## config.mk

```make
export PLATFORM = sky130hd
export DESIGN_NAME = vector_table_relocation
export DESIGN_NICKNAME = d
export VERILOG_FILES = /design/src/hw/reloc_pkg.sv /design/src/hw/reloc_ctrl_if.sv /design/src/hw/vector_unlock_seq.sv /design/src/hw/vector_table_relocation.sv
export SDC_FILE = /design/constraint.sdc
export NUM_CORES = 1
export LEC_CHECK = 0
export BUFFER_PORTS_ARGS = -buffer_cell sky130_fd_sc_hd__buf_2
export CORE_ASPECT_RATIO = 0.6
export CORE_UTILIZATION = 44
export CTS_BUF_LIST = sky130_fd_sc_hd__clkbuf_4
export DETAILED_ROUTE_END_ITERATION = 16
export GPL_TIMING_DRIVEN = 0
export HOLD_SLACK_MARGIN = 0.05
export PLACE_DENSITY = 0.8
export RECOVER_POWER = 50
export REMOVE_ABC_BUFFERS = 1
export SLEW_MARGIN = 20
export SYNTH_ARGS = -nofsm -noshare
export SYNTH_HDL_FRONTEND = slang
export SYNTH_SLANG_ARGS = --single-unit
export TNS_END_PERCENT = 5
```

## constraint.sdc

```tcl
create_clock -name sys_clk_i -period 2.91 [get_ports sys_clk_i]
set_input_delay 0.4365 -clock sys_clk_i [delete_from_list [all_inputs] [get_ports sys_clk_i]]
set_output_delay 0.4365 -clock sys_clk_i [all_outputs]
set_load 0.05 [all_outputs]
```

## src/hw/reloc_pkg.sv

```systemverilog
package reloc_pkg;

  // Control register index and byte address on the register bus.
  localparam int unsigned CTRL_INDEX = 'h35;
  localparam logic [31:0] CTRL_ADDR = 32'(CTRL_INDEX * 4);
  // Read-only status register index and byte address.
  localparam int unsigned STAT_INDEX = 'h36;
  localparam logic [31:0] STAT_ADDR = 32'(STAT_INDEX * 4);

  // Control register fields.
  localparam int unsigned UNLOCK_BIT = 0;
  localparam int unsigned SELECT_BIT = 1;
  localparam logic [7:0] CTRL_RESET = 8'h00;

  // Status register fields.
  localparam int unsigned ST_MASK_BIT = 0;
  localparam int unsigned ST_LOCK_BIT = 1;
  localparam int unsigned ST_RSTFUSE_BIT = 2;
  localparam int unsigned ST_SIZE_LSB = 3;

  // Sequence timing, in clock cycles.
  localparam logic [2:0] UNLOCK_WINDOW_CYCLES = 3'h4;
  localparam logic [2:0] POST_WRITE_MASK_CYCLES = 3'h2;

  // Program flash geometry, in words.
  localparam int unsigned ADDR_W = 17;
  localparam logic [17:0] FLASH_WORDS = 18'h2_0000;
  localparam logic [16:0] APP_RESET_ADDR = 17'h0_0000;
  localparam logic [16:0] VECTOR_SLOT_WORDS = 17'h0_0002;
  localparam logic [17:0] BOOT_WORDS_SIZE0 = 18'h0_1000;
  localparam logic [17:0] BOOT_WORDS_SIZE1 = 18'h0_0800;
  localparam logic [17:0] BOOT_WORDS_SIZE2 = 18'h0_0400;
  localparam logic [17:0] BOOT_WORDS_SIZE3 = 18'h0_0200;

  // Bus answers.
  localparam logic [1:0] RESP_OKAY = 2'h0;
  localparam logic [1:0] RESP_SLVERR = 2'h2;

  // Relocation sequence states, one bit apart from IDLE to OPEN to TAIL; TAIL back to IDLE flips both bits.
  typedef enum logic [1:0] {
    SEQ_IDLE = 2'b00,
    SEQ_OPEN = 2'b01,
    SEQ_TAIL = 2'b11
  } seq_state_e;

endpackage

```

## src/hw/reloc_ctrl_if.sv

```systemverilog
`timescale 1ns/10ps
`default_nettype none

interface reloc_ctrl_if;
  logic wr_stb;
  logic wr_unlock;
  logic wr_select;
  logic select;
  logic unlock;
  logic mask;

  modport seq (
    input wr_stb,
    input wr_unlock,
    input wr_select,
    output select,
    output unlock,
    output mask
  );

  modport host (
    output wr_stb,
    output wr_unlock,
    output wr_select,
    input select,
    input unlock,
    input mask
  );
endinterface

`default_nettype wire

```

## src/hw/vector_unlock_seq.sv

```systemverilog
`timescale 1ns/10ps
`default_nettype none

module vector_unlock_seq (
  input wire logic sys_clk_i,
  input wire logic rst_i,
  reloc_ctrl_if.seq ctl
);

  reloc_pkg::seq_state_e state_r;
  reloc_pkg::seq_state_e state_nxt;
  logic [2:0] cnt_r;
  logic [2:0] cnt_nxt;
  logic select_r;
  logic select_nxt;

  always_comb begin
    state_nxt = state_r;
    select_nxt = select_r;
    cnt_nxt = (cnt_r != 3'h0) ? cnt_r - 3'h1 : 3'h0;
    if (ctl.wr_stb && ctl.wr_unlock) begin
      // Writing the unlock bit opens or restarts the window.
      state_nxt = reloc_pkg::SEQ_OPEN;
      cnt_nxt = reloc_pkg::UNLOCK_WINDOW_CYCLES;
    end else if (ctl.wr_stb && state_r == reloc_pkg::SEQ_OPEN) begin
      // Select write inside the window: take it, drop unlock at once.
      select_nxt = ctl.wr_select;
      state_nxt = reloc_pkg::SEQ_TAIL;
      cnt_nxt = reloc_pkg::POST_WRITE_MASK_CYCLES;
    end else begin
      // A select write with no open window changes nothing.
      case (state_r)
        reloc_pkg::SEQ_OPEN: begin
          if (cnt_r == 3'h1) begin
            state_nxt = reloc_pkg::SEQ_IDLE;
          end
        end
        reloc_pkg::SEQ_TAIL: begin
          if (cnt_r == 3'h1) begin
            state_nxt = reloc_pkg::SEQ_IDLE;
          end
        end
        default: begin
          state_nxt = reloc_pkg::SEQ_IDLE;
        end
      endcase
    end
  end

  always_ff @(posedge sys_clk_i or posedge rst_i) begin
    if (rst_i) begin
      state_r <= reloc_pkg::SEQ_IDLE;
      cnt_r <= 3'h0;
      select_r <= reloc_pkg::CTRL_RESET[reloc_pkg::SELECT_BIT];
    end else begin
      state_r <= state_nxt;
      cnt_r <= cnt_nxt;
      select_r <= select_nxt;
    end
  end

  assign ctl.select = select_r;
  assign ctl.unlock = (state_r == reloc_pkg::SEQ_OPEN);
  // Dispatch is masked from the very cycle unlock reads as set.
  assign ctl.mask = (state_r != reloc_pkg::SEQ_IDLE);

endmodule

`default_nettype wire

```

## src/hw/vector_table_relocation.sv

```systemverilog
`timescale 1ns/10ps
`default_nettype none

////////////////////////////////////////////////////////////////////////////////
module vector_table_relocation (
  input wire logic sys_clk_i,
  input wire logic rst_i,
  input wire logic s_axi_awvalid_i,
  output logic s_axi_awready_o,
  input wire logic [31:0] s_axi_awaddr_i,
  input wire logic [2:0] s_axi_awprot_i,
  input wire logic s_axi_wvalid_i,
  output logic s_axi_wready_o,
  input wire logic [31:0] s_axi_wdata_i,
  input wire logic [3:0] s_axi_wstrb_i,
  output logic s_axi_bvalid_o,
  input wire logic s_axi_bready_i,
  output logic [1:0] s_axi_bresp_o,
  input wire logic s_axi_arvalid_i,
  output logic s_axi_arready_o,
  input wire logic [31:0] s_axi_araddr_i,
  input wire logic [2:0] s_axi_arprot_i,
  output logic s_axi_rvalid_o,
  input wire logic s_axi_rready_i,
  output logic [31:0] s_axi_rdata_o,
  output logic [1:0] s_axi_rresp_o,
  input wire logic [1:0] boot_size_fuses_i,
  input wire logic boot_reset_fuse_i,
  input wire logic application_lock_bit_i,
  input wire logic boot_section_lock_bit_i,
  input wire logic exec_in_boot_i,
  input wire logic global_int_enable_i,
  input wire logic [4:0] vector_num_i,
  output logic [16:0] vector_addr_o,
  output logic [16:0] vector_base_o,
  output logic [16:0] reset_addr_o,
  output logic dispatch_mask_o,
  output logic dispatch_enable_o
);

  //////////////////////////////////////////////////////////////////////////////
  // Address arithmetic.

  // Boot section start in words: flash top minus the boot section size.
  function automatic logic [16:0] boot_start(input logic [1:0] size_sel);
    logic [17:0] words;
    words = reloc_pkg::BOOT_WORDS_SIZE3;
    if (size_sel == 2'h0) begin
      words = reloc_pkg::BOOT_WORDS_SIZE0;
    end else if (size_sel == 2'h1) begin
      words = reloc_pkg::BOOT_WORDS_SIZE1;
    end else if (size_sel == 2'h2) begin
      words = reloc_pkg::BOOT_WORDS_SIZE2;
    end
    boot_start = 17'(reloc_pkg::FLASH_WORDS - words);
  endfunction

  // Vector slot address: base plus two words per vector number.
  function automatic logic [16:0] slot_addr(input logic [16:0] base, input logic [4:0] num);
    slot_addr = base + 17'(reloc_pkg::VECTOR_SLOT_WORDS * 17'(num));
  endfunction

  //////////////////////////////////////////////////////////////////////////////
  // Relocation sequencer.

  reloc_ctrl_if ctl ();

  vector_unlock_seq u_seq (
    .sys_clk_i(sys_clk_i),
    .rst_i(rst_i),
    .ctl(ctl.seq)
  );

  //////////////////////////////////////////////////////////////////////////////
  // Write channel.

  logic aw_full_r;
  logic [31:0] aw_addr_r;
  logic w_full_r;
  logic [31:0] w_data_r;
  logic [3:0] w_strb_r;
  logic bvalid_r;
  logic [1:0] bresp_r;

  wire aw_take = s_axi_awvalid_i && s_axi_awready_o;
  wire w_take = s_axi_wvalid_i && s_axi_wready_o;
  wire wr_go = aw_full_r && w_full_r && !bvalid_r;
  wire wr_ctrl_hit = (aw_addr_r == reloc_pkg::CTRL_ADDR);
  wire wr_stat_hit = (aw_addr_r == reloc_pkg::STAT_ADDR);
  wire [1:0] wr_resp = (wr_ctrl_hit || wr_stat_hit) ? reloc_pkg::RESP_OKAY : reloc_pkg::RESP_SLVERR;

  assign s_axi_awready_o = !aw_full_r && !bvalid_r;
  assign s_axi_wready_o = !w_full_r && !bvalid_r;
  assign s_axi_bvalid_o = bvalid_r;
  assign s_axi_bresp_o = bresp_r;

  // Only the low byte holds the control bits; without it the write is dropped.
  assign ctl.wr_stb = wr_go && wr_ctrl_hit && w_strb_r[0];
  assign ctl.wr_unlock = w_data_r[reloc_pkg::UNLOCK_BIT];
  assign ctl.wr_select = w_data_r[reloc_pkg::SELECT_BIT];

  always_ff @(posedge sys_clk_i or posedge rst_i) begin
    if (rst_i) begin
      aw_full_r <= 1'b0;
      aw_addr_r <= 32'h0000_0000;
    end else if (aw_take) begin
      aw_full_r <= 1'b1;
      aw_addr_r <= s_axi_awaddr_i;
    end else if (wr_go) begin
      aw_full_r <= 1'b0;
    end
  end

  always_ff @(posedge sys_clk_i or posedge rst_i) begin
    if (rst_i) begin
      w_full_r <= 1'b0;
      w_data_r <= 32'h0000_0000;
      w_strb_r <= 4'h0;
    end else if (w_take) begin
      w_full_r <= 1'b1;
      w_data_r <= s_axi_wdata_i;
      w_strb_r <= s_axi_wstrb_i;
    end else if (wr_go) begin
      w_full_r <= 1'b0;
    end
  end

  always_ff @(posedge sys_clk_i or posedge rst_i) begin
    if (rst_i) begin
      bvalid_r <= 1'b0;
      bresp_r <= reloc_pkg::RESP_OKAY;
    end else if (wr_go) begin
      bvalid_r <= 1'b1;
      bresp_r <= wr_resp;
    end else if (s_axi_bready_i) begin
      bvalid_r <= 1'b0;
    end
  end

  //////////////////////////////////////////////////////////////////////////////
  // Lock gating and status.

  // Boot lock bits suppress interrupts by where code runs.
  wire lock_block = ctl.select ? (application_lock_bit_i && !exec_in_boot_i)
                               : (boot_section_lock_bit_i && exec_in_boot_i);

  wire [7:0] ctrl_view = {6'h00, ctl.select, ctl.unlock};
  wire [7:0] stat_view = {3'h0, boot_size_fuses_i, boot_reset_fuse_i, lock_block, ctl.mask};

  //////////////////////////////////////////////////////////////////////////////
  // Read channel.

  logic rvalid_r;
  logic [31:0] rdata_r;
  logic [1:0] rresp_r;

  wire ar_take = s_axi_arvalid_i && s_axi_arready_o;
  wire rd_ctrl_hit = (s_axi_araddr_i == reloc_pkg::CTRL_ADDR);
  wire rd_stat_hit = (s_axi_araddr_i == reloc_pkg::STAT_ADDR);
  wire [31:0] rd_data = rd_ctrl_hit ? {24'h00_0000, ctrl_view}
                      : rd_stat_hit ? {24'h00_0000, stat_view} : 32'h0000_0000;
  wire [1:0] rd_resp = (rd_ctrl_hit || rd_stat_hit) ? reloc_pkg::RESP_OKAY : reloc_pkg::RESP_SLVERR;

  assign s_axi_arready_o = !rvalid_r;
  assign s_axi_rvalid_o = rvalid_r;
  assign s_axi_rdata_o = rdata_r;
  assign s_axi_rresp_o = rresp_r;

  always_ff @(posedge sys_clk_i or posedge rst_i) begin
    if (rst_i) begin
      rvalid_r <= 1'b0;
      rdata_r <= 32'h0000_0000;
      rresp_r <= reloc_pkg::RESP_OKAY;
    end else if (ar_take) begin
      rvalid_r <= 1'b1;
      rdata_r <= rd_data;
      rresp_r <= rd_resp;
    end else if (s_axi_rready_i) begin
      rvalid_r <= 1'b0;
    end
  end

  //////////////////////////////////////////////////////////////////////////////
  // Vector and reset addresses toward the core.

  wire [16:0] boot_base = boot_start(boot_size_fuses_i);
  wire [16:0] vec_base = ctl.select ? boot_base : reloc_pkg::APP_RESET_ADDR;
  // Reset fuse high means unprogrammed.
  wire [16:0] rst_addr = boot_reset_fuse_i ? reloc_pkg::APP_RESET_ADDR : boot_base;

  always_ff @(posedge sys_clk_i or posedge rst_i) begin
    if (rst_i) begin
      vector_base_o <= reloc_pkg::APP_RESET_ADDR;
      vector_addr_o <= reloc_pkg::APP_RESET_ADDR;
      reset_addr_o <= reloc_pkg::APP_RESET_ADDR;
    end else begin
      vector_base_o <= vec_base;
      vector_addr_o <= slot_addr(vec_base, vector_num_i);
      reset_addr_o <= rst_addr;
    end
  end

  // The global enable is only read here; masking never writes it back.
  assign dispatch_mask_o = ctl.mask || lock_block;
  assign dispatch_enable_o = global_int_enable_i && !dispatch_mask_o;

endmodule

`default_nettype wire

```

Word-level counts from Yosys, hierarchy flattened
Index checks and enable logic that the tools add are counted.
{"block": "word_totals", "regBits": 132, "inputBits": 125, "output_inout_bits": 94, "word_cells": 86}
{"block": "classes", "add_sub_neg": 3, "eq_ne": 10, "mux": 24, "bitwise": 1, "reduce_logical": 32}
{"cell": "32-bit by 8-bit equality test with 1-bit output (second input constant)", "n": 4}
{"cell": "17-bit two-way mux", "n": 2}
{"cell": "17-bit by 6-bit adder with 17-bit output", "n": 1}
{"cell": "1-bit by 17-bit subtractor with 17-bit output (first input constant)", "n": 1}
{"cell": "1-bit logical AND", "n": 14}
{"cell": "13-bit two-way mux", "n": 1}
{"cell": "12-bit two-way mux", "n": 1}
{"cell": "2-bit two-way mux", "n": 6}
{"cell": "11-bit two-way mux", "n": 1}
{"cell": "5-bit two-way mux", "n": 2}
{"cell": "2-bit nonzero test", "n": 5}
{"cell": "3-bit two-way mux", "n": 3}
{"cell": "1-bit two-way mux", "n": 8}
{"cell": "1-bit logical NOT", "n": 6}
{"cell": "2-bit by 1-bit equality test with 1-bit output (second input constant)", "n": 2}
{"cell": "2-bit equality test (second input constant)", "n": 2}
{"cell": "4-bit by 1-bit != test with 1-bit output (second input constant)", "n": 1}
{"cell": "3-bit by 1-bit equality test with 1-bit output (second input constant)", "n": 1}
{"cell": "1-bit logical OR", "n": 3}
{"cell": "3-bit nonzero test", "n": 1}
{"cell": "3-bit by 1-bit subtractor with 3-bit output (second input constant)", "n": 1}
{"cell": "2-bit logical NOT", "n": 1}
{"cell": "2-bit AND reduction", "n": 1}
{"cell": "2-bit OR reduction", "n": 1}
{"cell": "1-bit inverter", "n": 1}

Longest topological paths before layout
Gate-level depths: netlist (run 1).
{"block": "logic_depth", "ltp_word": 7, "ltp_mapped": 5}

Cells and area by module
A second synthesis (run 1) with hierarchy kept.
{"block": "hier_totals", "hier_cells": 280, "hier_area_um2": 3345.7}
{"module": "vector_table_relocation", "n_inst": 1, "cells_each": 251, "area_each_um2": 3025.4}
{"module": "vector_unlock_seq", "n_inst": 1, "cells_each": 29, "area_each_um2": 320.3}

Least setup slack after synthesis (run 1)
OpenSTA, ideal clock, no wires.
{"block": "synth_timing", "path_kind": "flip-flop to flip-flop", "startpoint": "register bvalid_r (netlist: s_axi_bvalid_o)", "endpoint": "register aw_addr_r[19]", "setup_ps": 125, "arrival_ps": 2285, "t_required_ps": 2785, "setup_slack_ps": 500, "path_stages_with_launch": 6, "period_less_slack_ps": 2410, "path_cell_list": "dfrtp_1 nor2_1 and2_1 clkbuf_1 buf_2 mux2_2"}
{"block": "synth_between", "elab_chain_len": 3}
{"item": "start, declared", "line_no": "vector_table_relocation.sv:82", "rtl": "logic bvalid_r;"}
{"item": "start signal, assigned", "line_no": "vector_table_relocation.sv:130", "rtl": "bvalid_r <= 1'b0;"}
{"item": "start signal, assigned", "line_no": "vector_table_relocation.sv:133", "rtl": "bvalid_r <= 1'b1;"}
{"item": "start signal, assigned", "line_no": "vector_table_relocation.sv:136", "rtl": "bvalid_r <= 1'b0;"}
{"item": "1-bit logical NOT", "line_no": "vector_table_relocation.sv:92", "rtl": "assign s_axi_awready_o = !aw_full_r && !bvalid_r;"}
{"item": "1-bit logical AND", "line_no": "vector_table_relocation.sv:92"}
{"item": "via s_axi_awready_o", "line_no": "vector_table_relocation.sv:9", "rtl": "output logic s_axi_awready_o,"}
{"item": "1-bit logical AND", "line_no": "vector_table_relocation.sv:85", "rtl": "wire aw_take = s_axi_awvalid_i && s_axi_awready_o;"}
{"item": "end signal, assigned", "line_no": "vector_table_relocation.sv:108", "rtl": "aw_addr_r <= s_axi_awaddr_i;"}
{"item": "end, declared", "line_no": "vector_table_relocation.sv:78", "rtl": "logic [31:0] aw_addr_r;"}
The timed path passes the listed nets, and every way through them passes these cells.
A chain may end at the register's enable or synchronous reset.

Worst setup path in the final report (run 1)
{"block": "layout_timing", "startpoint": "register u_seq.select_r (netlist: u_seq.ctl.select)", "endpoint": "output port dispatch_enable_o"}
{"block": "layout_between", "elab_chain_len": 4}
{"item": "start, declared", "line_no": "vector_unlock_seq.sv:14", "rtl": "logic select_r;"}
{"item": "start signal, assigned", "line_no": "vector_unlock_seq.sv:54", "rtl": "select_r <= reloc_pkg::CTRL_RESET[reloc_pkg::SELECT_BIT];"}
{"item": "start signal, assigned", "line_no": "vector_unlock_seq.sv:58", "rtl": "select_r <= select_nxt;"}
{"item": "1-bit two-way mux", "line_no": "vector_table_relocation.sv:144", "rtl": "wire lock_block = ctl.select ? (application_lock_bit_i && !exec_in_boot_i)"}
{"item": "1-bit logical OR", "line_no": "vector_table_relocation.sv:204", "rtl": "assign dispatch_mask_o = ctl.mask || lock_block;"}
{"item": "1-bit logical NOT", "line_no": "vector_table_relocation.sv:205", "rtl": "assign dispatch_enable_o = global_int_enable_i && !dispatch_mask_o;"}
{"item": "1-bit logical AND", "line_no": "vector_table_relocation.sv:205"}
{"item": "end, declared", "line_no": "vector_table_relocation.sv:38", "rtl": "output logic dispatch_enable_o"}
Every way passes these cells.

==> key figures, run 1 <==
Run status
  • Status: finished, final reports clean

Placed design
  • Port Buffers: 128
  • Worst slack, placed: 0.943 ns
  • RePlAce Congestion: 0.702
  • Placed wire-length estimate: 4.93 mm

Power
  • Switch Pwr: 1.06 mW
  • PD cells: 746 mW/mm²
  • P_int: 1.91 mW
  • VDD IR-drop max: 0.000742 V
  • Leak Pwr: 2.08 nW
  • Clk pwr share: about a fifth
  • Gate power share: 30.4%
  • Sequential Power Share: approximately half
  • Sw Share: a little over a third

Worst setup path
  • CP Launch Point: u_seq.ctl.select
  • CP Launch Type: register
  • FF-to-FF path depth: 4
  • Slowest-stage cell, CP: dfrtp_1
  • Crit-path cells: and3b_1 > a31oi_1 > and3_1 > buf_2
  • R2r setup slk: between 0.9 and 1 ns
  • Worst r2r src: aw_addr_r[10]
  • Critical path class: reg -> out
  • Worst path top cell family by delay: flip-flops
  • WP data required: 2.47 ns
  • CP Buf/Inv Count: 1
  • Max incr delay on CP: around 0.50 ns
  • Reg-to-Reg End: u_seq.ctl.select
  • Crit. End Element: output port
  • CP max FO: 10
  • WP data arrival: 1.78 ns

Clocking
  • # hold bufs at CTS: 1
  • Root buffer cell: clkbuf_4
  • Worst-path clk slew: 0.12 ns
  • CTS tree: yes
  • Number of H-tree levels: 3
  • Postcts setup bufs: 0
  • Clk sinks: 71
  • Worst-case clock buffer depth: 2
  • Post-CTS Resized: 0
  • Clk_lat worst skew: 0.41 ns
  • CTS Buf Count: 9

Logic synthesis
  • Synthesized flop and latch total: 71
  • Yosys cell types: between 40 and 50
  • Warnings, synthesis: 0
  • Post-synthesis sequential area ratio: 53.2%
  • Avg Cell Area, Syn: approximately 12 µm²
  • Synth Instances: 283
  • Mapped Area: around 0.0033 mm²

Min path
  • Hold_sp: vector_num_i[0]
  • Hold Path End: vector_addr_o[1]
  • Hold crit path type: in -> reg
  • Hold Path Cell Cnt: 1

Detailed routing
  • Detail Route Antenna Nets: 0
  • TritonRoute pass-1 iters: 4
  • Vias/cell: 4.48
  • Wire per inst: 12.3 µm
  • Via total after detailed routing: 2295
  • Initial DRC count: 87
  • DRC violations left: 0
  • Routed wire length: roughly 6.3 mm

Layout
  • Layout cells sized above 1: 46.3%
  • Nets: 530
  • Area growth syn-to-layout: 19.1%
  • Ant diodes: 0
  • Most frequent cells in the layout: 127 x buf_2, 71 x dfrtp_1, 51 x conb_1, 33 x mux2_2, 13 x nor2_1
  • Commonest non-fill, non-tap cell in the layout: buf_2
  • Fillers: 666

Global route
  • Aggregate global routing overflow: 0
  • Vias in the first global route: 2191
  • Initial antenna violation count: 0
  • Pin count of the biggest net entering global routing: 45
  • First-pass GRT wire length: 10.5 mm
  • GRT Util Overall: 17.3%

Job
  • Max Cap Viol: 0

Floorplanning
  • Io pins: approximately 220
  • Die area: just under 0.008 mm²
  • Die Height: 69.5 µm
  • Core area: 0.00730 mm²
  • Die Wd: ~110 µm
  • Starting Density: a little under half
  • # rows: 24

STA
  • Worst Tran Pin Value: 1.26 ns
  • Final WS setup: 0.689 ns
  • Final period utilization: 76.3%
  • Final worst clock skew: 0.0166 ns
  • Max Freq: 450 MHz
  • Finish-stage setup viols: 0
  • Slew headroom: 15.6%
  • RSZ-0062 raised after global routing: false
  • Min cycle time layout: 2.22 ns
  • Hold_ws: 0.120 ns
  • Final Hold Fails: 0
  • Final slew viol count: 0
-- worst reg2reg max path: stages, from the launching register on --
cell     delay, ns
dfrtp_1       0.40
nor4_1        0.34
nand4_1       0.29
nor4_1        0.46
mux2_2        0.38
-- sequential cells by signal (all words and copies together), names as in the netlist, 2 cells and up --
register	flops
s_axi_rdata_o	5
aw_addr_r	32
reset_addr_o	7
u_seq.state_r	2
u_seq.cnt_r	3
vector_addr_o	11
w_data_r	2
-- per-layer routing --
layer | share of wire [%] | GRT usage [%] | vias to the layer above
met5 | 0 | 0 | -
met4 | 1.2 | 6.06 | 0
met3 | 7.0 | 6.21 | 9
met2 | 47 | 27.0 | 97
met1 | 45 | 22.2 | 1094
li1 | - | - | 1095
-- kinds of logic after synthesis --
family / after synthesis / share of synthesized area, %
buf+inv: 84 / 16.5
flops: 71 / 53.2
simple gates: 67 / 12.6
mux: 35 / 11.8
compound gates: 22 / 4.72
fa+ha+maj: 2 / 0.750
other cells: 1 / 0.112
xor+xnor: 1 / 0.263
-- cell type report --
| class | count | area [µm²] | share of cell area (%) |
|---|---|---|---|
| clock inverters | 7 | 73.8 | 1.86 |
| inverters | 13 | 50.0 | 1.26 |
| multi-input cells | 178 | 1200 | 30.2 |
| repair buffers | 130 | 677 | 17.0 |
| well taps | 104 | 130 | 3.27 |
| flip-flops and latches | 71 | 1780 | 44.7 |
| clock buffers | 9 | 67.6 | 1.70 |
-- synthesized netlist by cell type, drive strengths merged --
master  number  area [µm²]
dfrtp       71        1780
buf         65         478
mux2        35         394
inv         13        48.8
nor2        13        48.8
nor4        12         100
nand2       10        37.5
nor2b        9        56.3
clkbuf       6        22.5
and2         4        25.0
o21ai        4        20.0
a21oi        3        15.0
a41o         3        30.0
nand4        3        25.0
nor3         3        15.0
a31o         2        17.5
a31oi        2        12.5
and3         2        12.5
and3b        2        17.5
ha           2        25.0
nand2b       2        12.5
nor4b        2        23.8
o22ai        2        12.5
a211oi       1        7.51
a21o         1        7.51
a22o         1        8.76
and4bb       1        12.5
conb         1        3.75
nand3        1        5.00
nand4b       1        8.76
nor4bb       1        10.0
o2111a       1        11.3
o21bai       1        7.51
o31ai        1        7.51
or4          1        11.3
xnor2        1        8.76
-- how the worst max path moves through the flow --
stage / endpoint / cells after the start
after floorplan: aw_addr_r[0] / 3
after global placement: s_axi_rvalid_o / 2
after detailed placement: u_seq.ctl.select / 4
after CTS: dispatch_enable_o / 4
after global routing: dispatch_enable_o / 4
final: dispatch_enable_o / 4
-- power by group through the flow --
stage / Clock [mW] / Combinational, mW / Sequential, mW
floorplan: 0 / 0.671 / 1.48
global placement: 0 / 0.880 / 1.45
detailed placement: 0 / 0.911 / 1.47
CTS: 0.646 / 0.914 / 1.44
global route: 0.701 / 0.980 / 1.48
finish: 0.621 / 0.901 / 1.44
-- per-stage QoR --
| step | setup TNS (ns) | power, mW | area [µm²] | utilization, % | instances |
|---|---|---|---|---|---|
| 2_1_floorplan | 0 | 2.15 | 3020 | - | 262 |
| 3_3_place_gp | -10.04 | 2.33 | 3790 | 52.0 | 494 |
| 3_5_place_dp | 0 | 2.38 | 3830 | 52.4 | 495 |
| 4_1_cts | 0 | 3.00 | 3980 | 54.5 | 512 |
| 5_1_grt | 0 | 3.16 | 3980 | 54.5 | 512 |
| 6_report | 0 | 2.96 | 3980 | 54.5 | 512 |
Power figures use the tool's default switching activity.
==> run 2, diff against run 1 <==
Settings changed: CORE_UTILIZATION 44 to 39, PLACE_DENSITY 0.8 to 0.75.
Clock period 2.91 ns to 1.9 ns, I/O delays scaled along.
==> key figures, run 2 (synthesis results as in run 1) <==
Worst setup path
  • Crit. End Element: output port
  • WP data arrival: 1.60 ns (-0.18 ns)
  • Slowest-stage cell, CP: dfrtp_2
  • Critical path class: reg -> out
  • CP max FO: 4 (-6)
  • CP Launch Type: register
  • Worst path top cell family by delay: flip-flops
  • Max incr delay on CP: 0.45 ns (-0.05 ns)
  • Crit-path cells: and3b_1 > a31oi_4 > and3_4 > buf_8
  • CP Buf/Inv Count: 1 (unchanged)
  • WP data required: 1.62 ns (-0.85 ns)

Floorplanning
  • # rows: 25 (+4.2%)
  • Die Wd: 121 µm (+6.1%)
  • Die Height: 73.7 µm (+6.0%)
  • Core area: 0.00807 mm² (+11%)
  • Die area: 0.00894 mm² (+13%)
  • Io pins: 219 (unchanged)
  • Starting Density: 41.3% (-4.4 points)

Clocking
  • Clk sinks: 71 (unchanged)
  • CTS Buf Count: 9 (unchanged)
  • Worst-path clk slew: 0.12 ns (about the same)
  • CTS tree: yes
  • Root buffer cell: clkbuf_4
  • Worst-case clock buffer depth: 2 (unchanged)
  • Clk_lat worst skew: 0.42 ns (about the same)
  • Number of H-tree levels: 3 (unchanged)

Detailed routing
  • Initial DRC count: 98 (+13%)
  • Top sig layer: met4
  • Wire length on met2: 3.24 mm (+10%)
  • Vias/cell: 4.37 (-2.6%)
  • Detail Route Antenna Nets: 0 (unchanged)
  • Routed length on met1: 3.07 mm (+7.8%)
  • DRC violations left: 0 (unchanged)
  • Wire per inst: 12.7 µm (+2.7%)
  • TritonRoute pass-1 iters: 4 (unchanged)
  • Via total after detailed routing: 2367 (+3.1%)
  • Routed wire length: 6.86 mm (+8.7%)
  • WL met3: 463 µm (+4.8%)

Global route
  • GRT Util Overall: 15.7% (-1.5 points)
  • Initial antenna violation count: 0 (unchanged)
  • Vias in the first global route: 2203 (+0.55%)
  • Aggregate global routing overflow: 0 (unchanged)
  • Pin count of the biggest net entering global routing: 38 (-16%)
  • First-pass GRT wire length: 10.4 mm (-0.13%)

Run status
  • Status: finished, final reports clean

STA
  • Finish-stage setup viols: 0 (unchanged)
  • Hold_ws: 0.0974 ns (-0.0226 ns)
  • RSZ-0062 raised after global routing: true
  • Final Hold Fails: 0 (unchanged)
  • Final WS setup: 0.0189 ns (-0.670 ns)
  • Min cycle time layout: 1.88 ns
  • Final worst clock skew: 0.0132 ns (-0.00338 ns)
  • Slew headroom: 44.9% (+29 points)
  • Worst Tran Pin Value: 0.824 ns (-0.435 ns)
  • Final period utilization: 99.0%
  • Final slew viol count: 0 (unchanged)
  • Max Freq: 532 MHz

Placed design
  • RePlAce Congestion: 0.748 (+6.6%)
  • Placed wire-length estimate: 5.03 mm (+2.0%)
  • Port Buffers: 128 (unchanged)
  • Dpl cells: 499 (+0.81%)
  • Dpl cell area: 0.00382 mm² (about the same)
  • Worst slack, placed: -0.130 ns (-1.07 ns)

Power
  • Sequential Power Share: 49.7% (+1.0 points)
  • Leak Pwr: 2.20 nW (+5.4%)
  • PD cells: 1050 mW/mm² (+41%)
  • P_int: 2.84 mW (+49%)
  • Switch Pwr: 1.64 mW (+56%)
  • Sw Share: 36.7% (+1.1 points)
  • Gate power share: 32.2% (+1.8 points)
  • VDD IR-drop max: 0.000921 V (+24%)
  • Clk pwr share: 18.1% (-2.8 points)

Layout
  • Commonest non-fill, non-tap cell in the layout: buf_2
  • Ant diodes: 0 (unchanged)
  • Post-route cell area: 0.00426 mm² (+7.1%)
  • Register area: 0.00178 mm² (about the same)
  • Fin cells: 542 (+5.9%)
  • Fillers: 724 (+8.7%)
  • Nets: 556 (+4.9%)
  • Biggest regs: aw_addr_r x32, vector_addr_o x11, reset_addr_o x7
  • Largest Register: aw_addr_r
  • Fin util: 52.7% (-1.7 points)
  • Max FFs per register: 32 (unchanged)
  • Most frequent cells in the layout: 125 x buf_2, 70 x dfrtp_1, 51 x conb_1, 33 x mux2_2, 21 x dlygate4sd3_1
  • Multi-input gate area: 0.00125 mm² (+4.3%)
  • Layout cells sized above 1: 45.9% (-0.47 points)
  • Area growth syn-to-layout: 27.5%

Job
  • Max Cap Viol: 0 (unchanged)

Min path
  • Hold crit path type: in -> reg
run 2: power by group through the flow:
stage	Combinational, mW	Sequential (mW)	Clock (mW)
3_3_place_gp	1.35	2.21	0
6_report	1.44	2.23	0.811
2_1_floorplan	1.03	2.26	0
5_1_grt	1.57	2.29	0.933
3_5_place_dp	1.39	2.24	0
4_1_cts	1.43	2.21	0.863
run 2: repair_timing:
| action | in CTS | in global routing |
|---|---|---|
| setup buffers | 4 | 2 |
| hold buffers | 16 | 5 |
| pin swaps | 3 | 5 |
| setup endpoints to repair | 5 | 6 |
| hold endpoints to repair | 50 | 5 |
| gates resized for setup | 6 | 6 |
run 2: path summary, 6_finish.rpt:
check | slack (ns) | cells past startpoint | to | startpoint
setup / recovery | 0.02 | 4 | dispatch_enable_o | u_seq.ctl.select
hold / removal | 0.1 | 2 | aw_addr_r[30] | s_axi_awaddr_i[30]
setup reg to reg | 0.04 | 4 | u_seq.cnt_r[1] | aw_addr_r[22]
hold reg to reg | 0.49 | 1 | u_seq.cnt_r[0] | u_seq.cnt_r[0]
max in group asynchronous | 0.91 | 4 | u_seq.ctl.select | rst_i
min in group asynchronous | 0.43 | 3 | aw_addr_r[27] | rst_i
run 2: layout make-up:
type | instances | area share [%]
clock buffer | 9 | 1.59
clock inverter | 7 | 1.15
inverter | 13 | 1.21
multi-input combinational | 178 | 29.4
sequential | 71 | 41.8
tap | 108 | 3.18
timing repair buffer | 156 | 21.7
run 2: per-stage QoR:
stage	TNS, ns	power (mW)
final	0	4.48
after global routing	-0.166	4.79
after CTS	-0.00758	4.50
after detailed placement	-0.151	3.63
after global placement	-77.99	3.56
after floorplan	-41.51	3.29
run 2: layer usage:
layer | up-vias | global-route usage (%)
met5 | - | 0
met4 | 0 | 5.76
met3 | 9 | 6.29
met2 | 90 | 24.7
met1 | 1123 | 19.7
li1 | 1145 | -
==> run 3, diff against run 2 <==
Settings changed: CORE_UTILIZATION 39 to 47, PLACE_DENSITY 0.75 to 0.85.
Clock period 1.9 ns to 2.3 ns, I/O delays scaled along.
==> key figures, run 3 (synthesis results as in run 1) <==
Min path
  • Hold Path End: s_axi_rvalid_o
  • Hold crit path type: in -> reg
  • Hold Path Cell Cnt: 2 (unchanged)
  • Hold_sp: s_axi_rready_i

Power
  • Leak Pwr: 2.10 nW (-4.2%)
  • VDD IR-drop max: 0.000716 V (-22%)
  • PD cells: 962 mW/mm² (-8.7%)

Clocking
  • Clk sinks: 71 (unchanged)
  • Root buffer cell: clkbuf_4
  • Clk_lat worst skew: 0.41 ns (about the same)
  • CTS tree: yes
  • CTS Buf Count: 9 (unchanged)
  • Worst-path clk slew: 0.12 ns (about the same)
  • Postcts setup bufs: 0 (-4)
  • Number of H-tree levels: 3 (unchanged)
  • Worst-case clock buffer depth: 2 (unchanged)

Floorplanning
  • Die area: 0.00745 mm² (-17%)
  • # rows: 23 (-8.0%)
  • Die Wd: 111 µm (-8.8%)
  • Io pins: 219 (unchanged)
  • Die Height: 67.3 µm (-8.7%)
  • Core area: 0.00676 mm² (-16%)
  • Starting Density: 49.3% (+8.0 points)

Placed design
  • Worst slack, placed: 0.359 ns (+0.489 ns)
  • RePlAce Congestion: 0.769 (+2.7%)
  • Port Buffers: 128 (unchanged)
  • Placed wire-length estimate: 4.83 mm (-3.9%)
  • Dpl cell area: 0.00380 mm² (-0.69%)
  • Dpl cells: 478 (-4.2%)

Layout
  • Nets: 535 (-3.8%)
  • Area growth syn-to-layout: 20.4%
  • Biggest regs: aw_addr_r x32, vector_addr_o x11, reset_addr_o x7
  • Layout cells sized above 1: 46.0% (+0.15 points)
  • Commonest non-fill, non-tap cell in the layout: buf_2
  • Largest Register: aw_addr_r
  • Ant diodes: 0 (unchanged)
  • Fin cells: 500 (-7.7%)
  • Max FFs per register: 32 (unchanged)
  • Post-route cell area: 0.00402 mm² (-5.6%)
  • Most frequent cells in the layout: 126 x buf_2, 70 x dfrtp_1, 51 x conb_1, 33 x mux2_2, 13 x nor2_1

Detailed routing
  • Via total after detailed routing: 2247 (-5.1%)
  • Initial DRC count: 98 (unchanged)
  • Wire per inst: 12.6 µm (-0.46%)
  • TritonRoute pass-1 iters: 4 (unchanged)
  • Routed wire length: 6.30 mm (-8.2%)
  • DRC violations left: 0 (unchanged)
  • Detail Route Antenna Nets: 0 (unchanged)
  • Vias/cell: 4.49 (+2.9%)

Worst setup path
  • Slowest-stage cell, CP: dfrtp_2
  • Reg-to-Reg End: u_seq.ctl.select
  • Crit. End Element: output port
  • WP data required: 1.96 ns (+0.34 ns)
  • CP Launch Type: register
  • WP data arrival: 1.77 ns (+0.17 ns)
  • CP Launch Point: u_seq.ctl.select
  • Critical path class: reg -> out
  • Crit-path cells: and3b_1 > a31oi_2 > and3_1 > buf_2
  • CP max FO: 10 (+6)
  • Worst path top cell family by delay: flip-flops
  • R2r setup slk: 0.34 ns (+0.30 ns)
  • Max incr delay on CP: 0.50 ns (+0.05 ns)
  • Worst r2r src: aw_addr_r[10]
  • FF-to-FF path depth: 4 (unchanged)
  • CP Buf/Inv Count: 1 (unchanged)

STA
  • Final period utilization: 92.2%
  • Finish-stage setup viols: 0 (unchanged)
  • Hold_ws: 0.0952 ns (-0.00217 ns)
  • Worst Tran Pin Value: 1.18 ns (+0.361 ns)
  • Max Freq: 472 MHz
  • Slew headroom: 20.6% (-24 points)
  • Final WS setup: 0.180 ns (+0.161 ns)
  • Min cycle time layout: 2.12 ns
  • Final slew viol count: 0 (unchanged)
  • RSZ-0062 raised after global routing: false
  • Final Hold Fails: 0 (unchanged)
  • Final worst clock skew: 0.0121 ns (-0.00106 ns)

Run status
  • Status: finished, final reports clean

Global route
  • Vias in the first global route: 2026 (-8.0%)
  • Pin count of the biggest net entering global routing: 45 (+18%)
  • GRT Util Overall: 17.7% (+2.0 points)
  • First-pass GRT wire length: 9.92 mm (-5.0%)
  • Initial antenna violation count: 0 (unchanged)
  • Aggregate global routing overflow: 0 (unchanged)

Job
  • Max Cap Viol: 0 (unchanged)
run 3: what timing repair did:
item                                    CTS  global route
hold buffers                              6             0
resized for setup                         0             2
endpoints found under the setup margin    0             1
hold endpoints to repair                 32             0
run 3: per-stage QoR:
step | TNS, ns | utilization, % | total power, mW
global placement | -44.35 | 55.8 | 2.94
finish | 0 | 59.4 | 3.87
detailed placement | 0 | 56.2 | 3.00
global route | 0 | 59.4 | 4.11
CTS | 0 | 59.5 | 3.93
floorplan | -15.42 | - | 2.72
run 3: power by group:
part	internal (mW)	switching [mW]	total, mW
clock network	0.460	0.445	0.905
registers	1.60	0.220	1.82
logic	0.482	0.654	1.14
run 3: per-layer routing:
layer	track usage (%)	up-vias	routed length, µm
met3	7.45	6	438
met4	5.50	0	51
met2	27.0	82	2960
met5	0	-	0
met1	23.0	1058	2850
li1	-	1101	-
run 3: area by class of cell:
type / instances / area [µm²]
Clock buffer: 10 / 75.1
Inverter: 13 / 50.0
Tap cell: 87 / 109
Timing Repair Buffer: 135 / 706
Multi-Input combinational cell: 178 / 1210
Sequential cell: 71 / 1780
Fill cell: 581 / 2750
Clock inverter: 6 / 93.8
run 3: worst max-delay path by stage:
stage                                    to  slack (ns)  cells after the start
after floorplan                aw_addr_r[0]       -0.48                      3
after detailed placement   u_seq.ctl.select        0.36                      4
final                     dispatch_enable_o        0.18                      4
after CTS                 dispatch_enable_o        0.02                      4
after global routing      dispatch_enable_o        0.07                      4
after global placement       s_axi_rvalid_o       -0.63                      2
